--- config.mk ---
export PLATFORM = sky130hd
export DESIGN_NAME = bkm_master_flat
export DESIGN_NICKNAME = d
export VERILOG_FILES = /design/src/verilog/bkm_pkg.sv /design/src/verilog/bkm_link_if.sv /design/src/verilog/ms_timer.sv /design/src/verilog/bkm_master.sv /design/src/flat_wrapper.sv
export SDC_FILE = /design/constraint.sdc
export NUM_CORES = 1
export LEC_CHECK = 0
export BUFFER_PORTS_ARGS = -buffer_cell sky130_fd_sc_hd__buf_4
export CAP_MARGIN = 20
export CELL_PAD_IN_SITES_DETAIL_PLACEMENT = 0
export CELL_PAD_IN_SITES_GLOBAL_PLACEMENT = 1
export CORE_ASPECT_RATIO = 1.75
export CORE_MARGIN = 2
export CORE_UTILIZATION = 44
export DETAILED_ROUTE_END_ITERATION = 8
export PLACE_DENSITY = 0.87
export REMOVE_ABC_BUFFERS = 1
export SLEW_MARGIN = 20
export SYNTH_ARGS = -nofsm -noshare
export SYNTH_HDL_FRONTEND = slang
export SYNTH_SLANG_ARGS = --single-unit
--- constraint.sdc ---
create_clock -name sys_clk -period 3.9 [get_ports sys_clk]
set_clock_uncertainty 0.1 [all_clocks]
set_input_delay 0.39 -clock sys_clk [delete_from_list [all_inputs] [get_ports sys_clk]]
set_output_delay 0.39 -clock sys_clk [all_outputs]
set_load 0.1 [all_outputs]
--- src/verilog/bkm_pkg.sv ---
// Shared constants and types for the backup master handshake ends
package bkm_pkg;
   // ---------------------------------------------------------------
   // Message kinds carried on the management link
   // ---------------------------------------------------------------
   typedef enum logic [3:0] {
      MSG_NONE          = 4'h0,
      MSG_ROUTE_REQ     = 4'h1,
      MSG_ROUTE_CNF     = 4'h2,
      MSG_ASSIGN_REQ    = 4'h3,
      MSG_ASSIGN_CNF    = 4'h4,
      MSG_DATA_IND      = 4'h5,
      MSG_RELEASE_REQ   = 4'h6,
      MSG_RELEASE_CNF   = 4'h7
   } msg_kind_t;

   // ---------------------------------------------------------------
   // Payload field positions
   // ---------------------------------------------------------------
   localparam int FORCED_BIT      = 0;
   localparam int ACCEPT_BIT      = 7;
   localparam int REJ_LSB         = 0;
   localparam int REJ_MSB         = 1;
   localparam logic [1:0] REJ_NONE = 2'h0;
   localparam logic [1:0] REJ_BUSY = 2'h1;
   localparam logic [7:0] SEL_VALID_MASK = 8'h3F;
   localparam logic [7:0] ZERO_OCTET = 8'h00;

   // ---------------------------------------------------------------
   // Timing
   // ---------------------------------------------------------------
   localparam int CLK_HZ           = 50_000_000;
   localparam int TICK_MS_NS       = 1_000_000;
   localparam int CLK_PERIOD_NS    = 1_000_000_000 / CLK_HZ;
   localparam int TICK_CYCLES      = TICK_MS_NS / CLK_PERIOD_NS;
   localparam int CONFIRM_MS       = 100;
   localparam int RETRY_MS         = 300;
   localparam int HOLD_MS          = 1000;
   localparam int MS_W             = 11;
   localparam int TICK_W           = 16;
   localparam int SEQ_W            = 16;
   localparam int ID_W             = 8;
endpackage : bkm_pkg

--- src/verilog/bkm_link_if.sv ---
// Management message link between master end and backup end
`timescale 1ns/100ps
`default_nettype none
interface bkm_link_if;
   import bkm_pkg::*;
   // Master to backup
   logic              m_valid;
   msg_kind_t         m_kind;
   logic [7:0]        m_octet0;
   logic [15:0]       m_word;
   logic [SEQ_W-1:0]  m_seq;
   // Backup to master
   logic              b_valid;
   msg_kind_t         b_kind;
   logic [7:0]        b_octet0;
   logic [15:0]       b_word;

   modport master (output m_valid, m_kind, m_octet0, m_word, m_seq,
                   input  b_valid, b_kind, b_octet0, b_word);
   modport backup (input  m_valid, m_kind, m_octet0, m_word, m_seq,
                   output b_valid, b_kind, b_octet0, b_word);
endinterface : bkm_link_if
`default_nettype wire

--- src/verilog/ms_timer.sv ---
// Millisecond tick and millisecond window counter
`timescale 1ns/100ps
`default_nettype none
module ms_timer
   import bkm_pkg::*;
(
   input  wire logic              sys_clk,
   input  wire logic              resetn,
   input  wire logic              clk_en,
   input  wire logic              restart,
   output logic [MS_W-1:0]        ms_elapsed
);
   logic [TICK_W-1:0] tick_cnt_r;
   logic [MS_W-1:0]   ms_r;
   wire               tick_w = (tick_cnt_r == TICK_W'(TICK_CYCLES - 1));

   // Counter saturates so a long idle never wraps into a false short window
   always_ff @(posedge sys_clk or negedge resetn) begin
      if (!resetn) begin
         tick_cnt_r <= '0;
         ms_r       <= '0;
      end else if (clk_en) begin
         if (restart) begin
            tick_cnt_r <= '0;
            ms_r       <= '0;
         end else begin
            tick_cnt_r <= tick_w ? '0 : tick_cnt_r + 1'b1;
            if (tick_w && ms_r != '1) ms_r <= ms_r + 1'b1;
         end
      end
   end
   assign ms_elapsed = ms_r;
endmodule : ms_timer
`default_nettype wire

--- src/verilog/bkm_master.sv ---
// Domain master end: routing return confirm and backup assign/data/release
// Contract
// - Routing confirm echoes request selection byte
// - Confirm carries last change sequence number
// - At most one backup; release first
// - Backup takes master role only after failure
// - Pick capable candidate with highest rank
// - Assign request bit0 forced, 7:1 zero
// - Candidate confirms assign within 100 ms
// - On reject, resend forced or other candidate
// - No confirm after 300 ms: resend allowed
// - Announce backup id in plan frame aux
// - Send periodic backup data indications
// - Backup confirms release within 100 ms
// - No release confirm 300 ms: resend allowed
// - Backup drops role 1 s after confirm
// - Request immediate ack on master messages; imm_ack_req stays low for routing confirm
// - Reject code 00 accepted, 01 busy
// - Accept bit 7 high, low only voluntary
// - Reserved bits sent zero, ignored on receive
// - Data indication is N management octets only
// - Data sequence starts zero, increments each send
// - Release messages carry empty payload
// - Selection byte bits 0..5 defined, others zero; master echoes a local route_req_sel unmasked
`timescale 1ns/100ps
`default_nettype none
module bkm_master
   import bkm_pkg::*;
(
   input  wire logic              sys_clk,
   input  wire logic              resetn,
   input  wire logic              clk_en,
   bkm_link_if.master             link,
   // Node side
   input  wire logic              route_req_valid,
   input  wire logic [7:0]        route_req_sel,
   input  wire logic [15:0]       last_change_sequence,
   input  wire logic              assign_start,
   input  wire logic              assign_forced,
   input  wire logic              cand_capable,
   input  wire logic              cand_top_rank,
   input  wire logic [ID_W-1:0]   cand_id,
   input  wire logic              data_send,
   input  wire logic [15:0]       data_word,
   input  wire logic              release_start,
   output logic                   busy,
   output logic                   backup_assigned,
   output logic [ID_W-1:0]        aux_backup_id,
   output logic                   aux_backup_valid,
   output logic                   imm_ack_req,
   output logic                   assign_rejected,
   output logic [1:0]             reject_code,
   output logic                   retry_allowed
);
   // ---------------------------------------------------------------
   // State
   // ---------------------------------------------------------------
   typedef enum logic [4:0] {
      ST_IDLE     = 5'b00001,
      ST_ASSIGN_W = 5'b00010,
      ST_ACTIVE   = 5'b00100,
      ST_REL_W    = 5'b01000,
      ST_ROUTE    = 5'b10000
   } mst_state_t;

   mst_state_t        state_r, state_nxt;
   logic [ID_W-1:0]   bk_id_r;
   logic [SEQ_W-1:0]  seq_r;
   logic              valid_r;
   msg_kind_t         kind_r;
   logic [7:0]        oct0_r;
   logic [15:0]       word_r;
   logic [SEQ_W-1:0]  mseq_r;
   logic              rej_r;
   logic [1:0]        code_r;
   logic [7:0]        sel_r;
   logic [MS_W-1:0]   ms_elapsed;

   // ---------------------------------------------------------------
   // Decode
   // ---------------------------------------------------------------
   wire in_idle      = (state_r == ST_IDLE);
   wire in_active    = (state_r == ST_ACTIVE);
   wire cnf_seen     = link.b_valid && link.b_kind == MSG_ASSIGN_CNF;
   wire rel_seen     = link.b_valid && link.b_kind == MSG_RELEASE_CNF;
   wire route_seen   = link.b_valid && link.b_kind == MSG_ROUTE_REQ;
   wire cand_ok      = cand_capable && cand_top_rank;
   wire go_assign    = in_idle && assign_start && cand_ok;
   wire go_route     = in_idle && route_req_valid && !assign_start;
   wire take_route   = in_idle && !go_assign && (go_route || route_seen);
   wire [7:0] sel_in = go_route ? route_req_sel : link.b_octet0;
   wire cnf_accept   = link.b_octet0[ACCEPT_BIT];
   wire [1:0] cnf_code = link.b_octet0[REJ_MSB:REJ_LSB];
   wire go_data      = in_active && data_send;
   wire go_release   = in_active && release_start && !data_send;
   wire wait_state   = (state_r == ST_ASSIGN_W) || (state_r == ST_REL_W);
   wire timer_restart = go_assign || go_release || !wait_state;
   wire retry_w      = wait_state && (ms_elapsed >= MS_W'(RETRY_MS));
   wire resend_assign = (state_r == ST_ASSIGN_W) && retry_w && assign_start;
   wire resend_rel   = (state_r == ST_REL_W) && retry_w && release_start;

   ms_timer i_ms_timer (
      .sys_clk    (sys_clk),
      .resetn     (resetn),
      .clk_en     (clk_en),
      .restart    (timer_restart || resend_assign || resend_rel),
      .ms_elapsed (ms_elapsed)
   );

   always_comb begin
      state_nxt = state_r;
      case (state_r)
         ST_IDLE:     begin
            if (go_assign) state_nxt = ST_ASSIGN_W;
            else if (go_route || route_seen) state_nxt = ST_ROUTE;
         end
         ST_ASSIGN_W: begin
            if (cnf_seen) state_nxt = cnf_accept ? ST_ACTIVE : ST_IDLE;
         end
         ST_ACTIVE:   begin
            if (go_release) state_nxt = ST_REL_W;
         end
         ST_REL_W:    begin
            if (rel_seen) state_nxt = ST_IDLE;
         end
         ST_ROUTE:    state_nxt = ST_IDLE;
         default:     state_nxt = ST_IDLE;
      endcase
   end

   // ---------------------------------------------------------------
   // Registers
   // ---------------------------------------------------------------
   always_ff @(posedge sys_clk or negedge resetn) begin
      if (!resetn) begin
         state_r <= ST_IDLE;
      end else if (clk_en) begin
         state_r <= state_nxt;
      end
   end

   always_ff @(posedge sys_clk or negedge resetn) begin
      if (!resetn) begin
         bk_id_r <= '0;
         rej_r   <= 1'b0;
         code_r  <= REJ_NONE;
         sel_r   <= ZERO_OCTET;
      end else if (clk_en) begin
         if (go_assign) bk_id_r <= cand_id;
         if (take_route) sel_r <= sel_in;
         if (go_assign) rej_r <= 1'b0;
         if (state_r == ST_ASSIGN_W && cnf_seen) begin
            rej_r  <= !cnf_accept;
            code_r <= cnf_code;
         end
      end
   end

   // Sequence restarts at each assignment so the backup can spot a gap
   always_ff @(posedge sys_clk or negedge resetn) begin
      if (!resetn) begin
         seq_r <= '0;
      end else if (clk_en) begin
         if (go_assign) seq_r <= '0;
         else if (go_data) seq_r <= seq_r + 1'b1;
      end
   end

   // Outgoing message register: one message per cycle, highest priority first
   always_ff @(posedge sys_clk or negedge resetn) begin
      if (!resetn) begin
         valid_r <= 1'b0;
         kind_r  <= MSG_NONE;
         oct0_r  <= ZERO_OCTET;
         word_r  <= '0;
         mseq_r  <= '0;
      end else if (clk_en) begin
         valid_r <= 1'b0;
         kind_r  <= MSG_NONE;
         oct0_r  <= ZERO_OCTET;
         word_r  <= '0;
         mseq_r  <= '0;
         if (go_assign || resend_assign) begin
            valid_r <= 1'b1;
            kind_r  <= MSG_ASSIGN_REQ;
            oct0_r  <= {7'h00, assign_forced};
            word_r  <= data_word;
         end else if (state_r == ST_ROUTE) begin
            valid_r <= 1'b1;
            kind_r  <= MSG_ROUTE_CNF;
            oct0_r  <= sel_r;
            word_r  <= last_change_sequence;
         end else if (go_data) begin
            valid_r <= 1'b1;
            kind_r  <= MSG_DATA_IND;
            word_r  <= data_word;
            mseq_r  <= seq_r;
         end else if (go_release || resend_rel) begin
            valid_r <= 1'b1;
            kind_r  <= MSG_RELEASE_REQ;
         end
      end
   end

   // Echoed byte belongs to whichever request opened the route state; local wins over link in one cycle
   assign link.m_valid  = valid_r;
   assign link.m_kind   = kind_r;
   assign link.m_octet0 = oct0_r;
   assign link.m_word   = word_r;
   assign link.m_seq    = mseq_r;

   assign busy             = !in_idle;
   assign backup_assigned  = in_active || (state_r == ST_REL_W);
   assign aux_backup_id    = bk_id_r;
   assign aux_backup_valid = backup_assigned;
   assign imm_ack_req      = valid_r && kind_r != MSG_ROUTE_CNF;
   assign assign_rejected  = rej_r;
   assign reject_code      = code_r;
   assign retry_allowed    = retry_w;
endmodule : bkm_master
`default_nettype wire

--- src/flat_wrapper.sv ---
// flat-port wrapper written by rule: the top's interface ports become plain ports
module bkm_master_flat import bkm_pkg::*;
  (sys_clk, resetn, clk_en, route_req_valid, route_req_sel, last_change_sequence, assign_start, assign_forced, cand_capable, cand_top_rank, cand_id, data_send, data_word, release_start, busy, backup_assigned, aux_backup_id, aux_backup_valid, imm_ack_req, assign_rejected, reject_code, retry_allowed, link_m_valid, link_m_kind, link_m_octet0, link_m_word, link_m_seq, link_b_valid, link_b_kind, link_b_octet0, link_b_word);
  bkm_link_if link_i ();
  input  wire logic sys_clk;
  input  wire logic resetn;
  input  wire logic clk_en;
  input  wire logic route_req_valid;
  input  wire logic [7:0] route_req_sel;
  input  wire logic [15:0] last_change_sequence;
  input  wire logic assign_start;
  input  wire logic assign_forced;
  input  wire logic cand_capable;
  input  wire logic cand_top_rank;
  input  wire logic [ID_W-1:0] cand_id;
  input  wire logic data_send;
  input  wire logic [15:0] data_word;
  input  wire logic release_start;
  output logic busy;
  output logic backup_assigned;
  output logic [ID_W-1:0] aux_backup_id;
  output logic aux_backup_valid;
  output logic imm_ack_req;
  output logic assign_rejected;
  output logic [1:0] reject_code;
  output logic retry_allowed;
  output wire logic [$bits(link_i.m_valid)-1:0] link_m_valid;
  output wire logic [$bits(link_i.m_kind)-1:0] link_m_kind;
  output wire logic [$bits(link_i.m_octet0)-1:0] link_m_octet0;
  output wire logic [$bits(link_i.m_word)-1:0] link_m_word;
  output wire logic [$bits(link_i.m_seq)-1:0] link_m_seq;
  input wire logic [$bits(link_i.b_valid)-1:0] link_b_valid;
  input wire logic [$bits(link_i.b_kind)-1:0] link_b_kind;
  input wire logic [$bits(link_i.b_octet0)-1:0] link_b_octet0;
  input wire logic [$bits(link_i.b_word)-1:0] link_b_word;
  assign link_m_valid = link_i.m_valid;
  assign link_m_kind = link_i.m_kind;
  assign link_m_octet0 = link_i.m_octet0;
  assign link_m_word = link_i.m_word;
  assign link_m_seq = link_i.m_seq;
  assign link_i.b_valid = link_b_valid;
  assign link_i.b_kind = link_b_kind;
  assign link_i.b_octet0 = link_b_octet0;
  assign link_i.b_word = link_b_word;
  bkm_master u_core (.sys_clk(sys_clk), .resetn(resetn), .clk_en(clk_en), .link(link_i), .route_req_valid(route_req_valid), .route_req_sel(route_req_sel), .last_change_sequence(last_change_sequence), .assign_start(assign_start), .assign_forced(assign_forced), .cand_capable(cand_capable), .cand_top_rank(cand_top_rank), .cand_id(cand_id), .data_send(data_send), .data_word(data_word), .release_start(release_start), .busy(busy), .backup_assigned(backup_assigned), .aux_backup_id(aux_backup_id), .aux_backup_valid(aux_backup_valid), .imm_ack_req(imm_ack_req), .assign_rejected(assign_rejected), .reject_code(reject_code), .retry_allowed(retry_allowed));
endmodule
; Word level (Yosys, flattened, before mapping)
; Index checks and enable logic that the tools add are counted.
; W data, S select, Z words.
[totals]
regBits = 112
input_bits = 87
out_inout_bits = 61
[op_classes]
n_addsub = 3
magnitude_cmp = 1
eq_ne = 15
muxes = 32
reduce_logical = 46
[op_table]
columns = cell, n
row1 = $mux W16, 10
row2 = $add A16 B1 Y16 const B, 2
row3 = $mux W5, 5
row4 = $mux W8, 3
row5 = $mux W11, 2
row6 = $logic_and A1 B1 Y1, 21
row7 = $pmux W5 S4, 1
row8 = $eq A16 B16 Y1 const B, 1
row9 = $mux W4, 3
row10 = $reduce_and A2 Y1, 6
row11 = $add A11 B1 Y11 const B, 1
row12 = $ge A11 B9 Y1 const B, 1
row13 = $ne A11 B11 Y1 const B, 1
row14 = $logic_or A1 B1 Y1, 9
row15 = $eq A4 B3 Y1 const B, 2
row16 = $logic_not A1 Y1, 6
row17 = $mux W1, 6
row18 = $mux W3, 2
row19 = $reduce_bool A2 Y1, 3
row20 = $eq A5 B1 Y1 const B, 1
row21 = $eq A5 B2 Y1 const B, 1
row22 = $eq A5 B3 Y1 const B, 1
row23 = $eq A5 B4 Y1 const B, 1
row24 = $eq A5 B5 Y1 const B, 1
row25 = 6 further kinds, 7

; Longest topological paths before layout
[logic_depth]
depth_word = 10
ltp_mapped = 8

; Cells and area by module
; Synthesis repeated with hierarchy kept, for this count alone.
[unflattened]
hier_cells = 523
area_unflattened_um2 = 5602.9
[modules_own_cells]
columns = module, instances, cells_each, area_each_um2, seq_area_each_um2
row1 = bkm_master, 1, 351, 3998.8, 2103.3
row2 = ms_timer, 1, 172, 1604.0, 675.6

; Worst setup path after synthesis
; No wires, ideal clock.
[synth_timing]
kind = register to output
start = register u_core.state_r[3]
end = output backup_assigned
arrival_ns = 4.171
setup_slack_ns = -0.761
stages_incl_launch_ff = 5
n_path_buf = 2
path_cell_list = dfrtp_1 > buf_2 > xnor2_1 > nor4_1 > buf_4
[synth_via]
elab_chain_len = 2
elab_cells_between_ends = 3
cone_classes = eq/ne (2) / reduce/logical (1)
[synth_lines]
columns = element, line_no
row1 = from (decl), bkm_master.sv:66  ; mst_state_t state_r, state_nxt;
row2 = from (signal assigned), bkm_master.sv:138  ; state_r <= state_nxt;
row3 = $eq A5 B3 Y1 / $eq A5 B4 Y1 (equally long branches), "bkm_master.sv:83, bkm_master.sv:213"
row4 = $logic_or A1 B1 Y1 *, bkm_master.sv:213  ; assign backup_assigned = in_active || (state_r == ST_REL_W);
row5 = to (decl), flat_wrapper.sv:20  ; output logic backup_assigned;
; Mark *: on every way between the ends. The rest lies on a longest branch, timed or not.

; Worst setup path after layout
[layout_timing]
start = register u_core.i_ms_timer.tick_cnt_r[0]
end = register u_core.i_ms_timer.tick_cnt_r[9]
[layout_via]
elab_chain_len = 3
elab_cells_between_ends = 4
cone_classes = add/sub (1) / eq/ne (1) / mux (2)
[layout_lines]
columns = element, line_no
row1 = from (decl), ms_timer.sv:13  ; logic [TICK_W-1:0] tick_cnt_r;
row2 = from (signal assigned), ms_timer.sv:27  ; tick_cnt_r <= tick_w ? '0 : tick_cnt_r + 1'b1;
row3 = $add A16 B1 Y16 / $eq A16 B16 Y1 (equally long branches), "ms_timer.sv:27, ms_timer.sv:15"
row4 = $mux W16 *, ms_timer.sv:27
row5 = $mux W16 *, ms_timer.sv:23  ; if (restart) begin
; Marked as above.
; A chain may end at the register's enable or synchronous reset.

==> results.rst <==
.. list-table::
   :header-rows: 1

   * - Metric
     - Value
   * - Fin. Hold Viols
     - 26
   * - Max-cap violation count
     - 0
   * - Total number of nets in the final design
     - approximately 770
   * - Lkg Pwr
     - between 3 and 4 nW
   * - Total grt overflow
     - 0
   * - Maximum level of the CTS H-tree
     - 3
   * - Ys Warns
     - 0
   * - Count of state elements after synthesis
     - 111
   * - Violations in the final reports
     - hold timing
   * - Final cell count without fillers
     - approximately 860
   * - Final setup TNS
     - 0 ns
   * - Post-synthesis async set-or-reset flop share
     - 100%
   * - Number of enable-type register cells in the synthesized netlist
     - 0
   * - Combined area of all synthesized cells
     - about 5700 um^2
   * - Height of the die
     - ~150 um
   * - Wire length of the first global-routing pass
     - roughly 25000 um
   * - Gpl congestion
     - ~0.9
   * - Total CTS buffers
     - 9
   * - Synth Area per Inst
     - about 10 um^2
   * - Crit share post-route
     - between 60 and 70%
   * - Critical Path Stages
     - 7
   * - Headroom to the max-slew limit
     - a little under half
   * - Total design power
     - around 3.8 mW
   * - Number of buffers and inverters on the critical path
     - 1
   * - Post-synth top flop
     - sky130_fd_sc_hd__dfrtp_1
   * - Port bufs
     - between 100 and 150
   * - Iteration-0 DRC count of the detailed router
     - between 200 and 300
   * - Worst EP arrival
     - roughly 2.6 ns
   * - Required time worst endpoint
     - 4.00 ns
   * - Area fraction of the dominant cell type after synthesis
     - roughly half
   * - Cell with the most instances after synthesis
     - sky130_fd_sc_hd__dfrtp_1
   * - Clk buf depth
     - 2
   * - # resized after CTS
     - 0
   * - Delay of the slowest cell on the worst path
     - about 0.40 ns
   * - Power density over the cells
     - about 530 nW/um^2
   * - DPL Wire Length
     - about 10000 um
   * - Number of cell rows
     - 55
   * - Non-Filler Cell Area, Final
     - ~7000 um^2
   * - Pin count of the biggest net entering global routing
     - around 110
   * - Post-synth cell types
     - 73
   * - Cell count after placement
     - 840
   * - Routed Antenna Nets
     - 0
   * - Highest ir drop seen on vdd
     - between 0.2 and 0.3 mV
   * - CTS Root Cell
     - sky130_fd_sc_hd__clkbuf_16
   * - Element type at the critical path start
     - flop
   * - Vias in the first global route
     - between 5000 and 6000
   * - Final routed wirelength across all metal layers
     - ~15000 um
   * - DR DRC count
     - 0
   * - GRT Total Usage
     - 21.7%
   * - Initial antenna violation count
     - 0
   * - Number of hold-repair buffers added at the cts stage
     - 0
   * - Register-to-Register Path Depth
     - 7
   * - CP Class
     - flop to flop
   * - Pre-antenna DRT Iters
     - 6
   * - Area of placed instances
     - just under 7000 um^2
   * - Via count of the routed design
     - 4972
   * - Setup repair after global routing missed its margin
     - no
   * - Initial core utilization
     - about 45%
   * - Clk Latency, worst-skew pair
     - ~0.36 ns
   * - Die area
     - approximately 14000 um^2
   * - Result of the run
     - finished with violations
   * - Number of antenna cells inserted
     - 0
   * - Leading area contributor after synthesis
     - sky130_fd_sc_hd__dfrtp_1
   * - Slew of the pin with the lowest slew margin
     - 0.782 ns
   * - Tightest hold margin
     - -0.0658 ns
   * - Sequential area share after synthesis
     - around half
   * - Shortest period the worst path allows
     - about 2.5 ns
   * - Final setup violating endpoints
     - 0
   * - Final slew viol count
     - 0
   * - Clock sink total
     - roughly 110
   * - Via density
     - slightly below 6
   * - Post-Synthesis Cells
     - 570
   * - Post-CTS setup buffer count
     - 0
   * - Die Span X
     - 90.3 um
   * - Clock tree from TritonCTS
     - done
   * - Largest cells by area after synthesis
     - sky130_fd_sc_hd__dfrtp_1, sky130_fd_sc_hd__nand2_1, sky130_fd_sc_hd__o2bb2ai_1
   * - Achievable clock frequency
     - between 300 and 400 MHz
   * - Crit-path slowest cell
     - sky130_fd_sc_hd__dfrtp_1
   * - Routed wire per std cell
     - approximately 17 um
   * - List of most frequent post-synthesis cells
     - sky130_fd_sc_hd__dfrtp_1, sky130_fd_sc_hd__nand2_1, sky130_fd_sc_hd__nor2_1, sky130_fd_sc_hd__o2bb2ai_1, sky130_fd_sc_hd__and3_1
   * - Proportion of layout cells with a drive suffix above 1
     - around a quarter
   * - Critical Path Fanout Max
     - 14
   * - Family of cells with the greatest summed delay on the critical path
     - simple AND/OR/NAND/NOR gates
   * - Kind of end point of the critical path
     - flop
   * - Worst-path clk slew
     - ~0.07 ns
   * - Number of ports placed on the die boundary
     - about 150
   * - Sequence of cells on the critical path
     - ha_1 -> and3_1 -> and4_2 -> nor2_1 -> buf_4 -> nand3_1 -> o221ai_1
   * - Path class of the lowest-slack min-delay path
     - input pin to async pin
   * - Core area
     - about 13000 um^2
   * - Area Growth Syn to Fin
     - 24.3%
stage by stage:
stage	setup slack (ns)	utilization [%]	hold slack, ns
after floorplan	-2.79	-	-0.00559
after global placement	1.53	53.2	0.363
after detailed placement	1.39	53.2	0.368
after CTS	1.39	55.6	0.0389
after global routing	1.26	55.7	0.0320
final	1.39	55.7	-0.0658
cells in the final DEF, fill, tap and decap left out, types with 8 or more instances in the layout:
cell                        Yosys  layout
sky130_fd_sc_hd__nor2b_1        8       8
sky130_fd_sc_hd__nand4_1       25      25
sky130_fd_sc_hd__a221o_1       16      16
sky130_fd_sc_hd__dfrtp_1      110     110
sky130_fd_sc_hd__and3_1        26      26
sky130_fd_sc_hd__mux2i_1       15      15
sky130_fd_sc_hd__nand2_1       66      66
sky130_fd_sc_hd__inv_1         16      16
sky130_fd_sc_hd__o2bb2ai_1     27      27
sky130_fd_sc_hd__xnor2_1       11      11
sky130_fd_sc_hd__clkbuf_16      0       9
sky130_fd_sc_hd__o21ai_0       10      10
sky130_fd_sc_hd__a21oi_1       23      23
sky130_fd_sc_hd__nand3_1       20      20
sky130_fd_sc_hd__buf_4          2     137
sky130_fd_sc_hd__nor2_1        42      42
layer usage:
layer	vias up	wire length, um	GRT usage (%)
met4	0	401	8.35
li1	2325	-	-
met5	-	0	0
met2	125	8000	38.9
met3	30	529	3.54
met1	2492	5920	26.1
final timing paths:
| check | startpoint | to | slack [ns] |
|---|---|---|---|
| min in group sys_clk | cand_id[5] | u_core.aux_backup_id[5]$_DFFE_PN0P_ | 0.13 |
| max in group asynchronous | resetn | u_core.link.m_octet0[0]$_DFFE_PN0P_ | 3.19 |
| worst min register to register | u_core.aux_backup_id[7]$_DFFE_PN0P_ | u_core.aux_backup_id[7]$_DFFE_PN0P_ | 0.38 |
| worst max-delay path | u_core.i_ms_timer.tick_cnt_r[0]$_DFFE_PN0P_ | u_core.i_ms_timer.tick_cnt_r[9]$_DFFE_PN0P_ | 1.39 |
| worst max register to register | u_core.i_ms_timer.tick_cnt_r[0]$_DFFE_PN0P_ | u_core.i_ms_timer.tick_cnt_r[9]$_DFFE_PN0P_ | 1.39 |
| worst min-delay path | resetn | u_core.i_ms_timer.tick_cnt_r[7]$_DFFE_PN0P_ | -0.07 |
final cells by class:
type / instances / area [um^2]
Inverter: 17 / 63.8
Tap cell: 171 / 214
Fill cell: 1159 / 5680
Timing Repair Buffer: 138 / 1050
Clock inverter: 6 / 75.1
Clock buffer: 10 / 229
Multi-Input combinational cell: 403 / 2720
Sequential cell: 111 / 2780
state kept, by name (all words and copies together) (netlist names):
register / count
u_core.aux_backup_id: 8
u_core.link.m_kind: 3
u_core.i_ms_timer.ms_elapsed: 11
u_core.link.m_octet0: 8
u_core.sel_r: 8
u_core.i_ms_timer.tick_cnt_r: 16
u_core.seq_r: 16
u_core.state_r: 5
u_core.link.m_word: 16
u_core.assign_rejected: 1
u_core.link.m_valid: 1
u_core.reject_code: 2
u_core.link.m_seq: 16
kinds of logic (layout without fill, tap and decap cells):
family          Yosys count  count (layout)  synth area share, %
simple gates            238             238                 22.9
fa+ha+maj                 4               4                0.873
other cells               1               1               0.0654
buf+inv                  56             171                 4.24
flops                   111             111                 48.5
compound gates          123             123                 17.2
mux                      20              20                 3.60
xor+xnor                 17              17                 2.60
power by group:
part / total, mW / switching, mW / internal [mW]
registers: 1.42 / 0.115 / 1.30
clock network: 0.960 / 0.448 / 0.512
logic: 1.43 / 1.08 / 0.352
total: 3.81 / 1.64 / 2.17
Power figures use the tool's default switching activity.
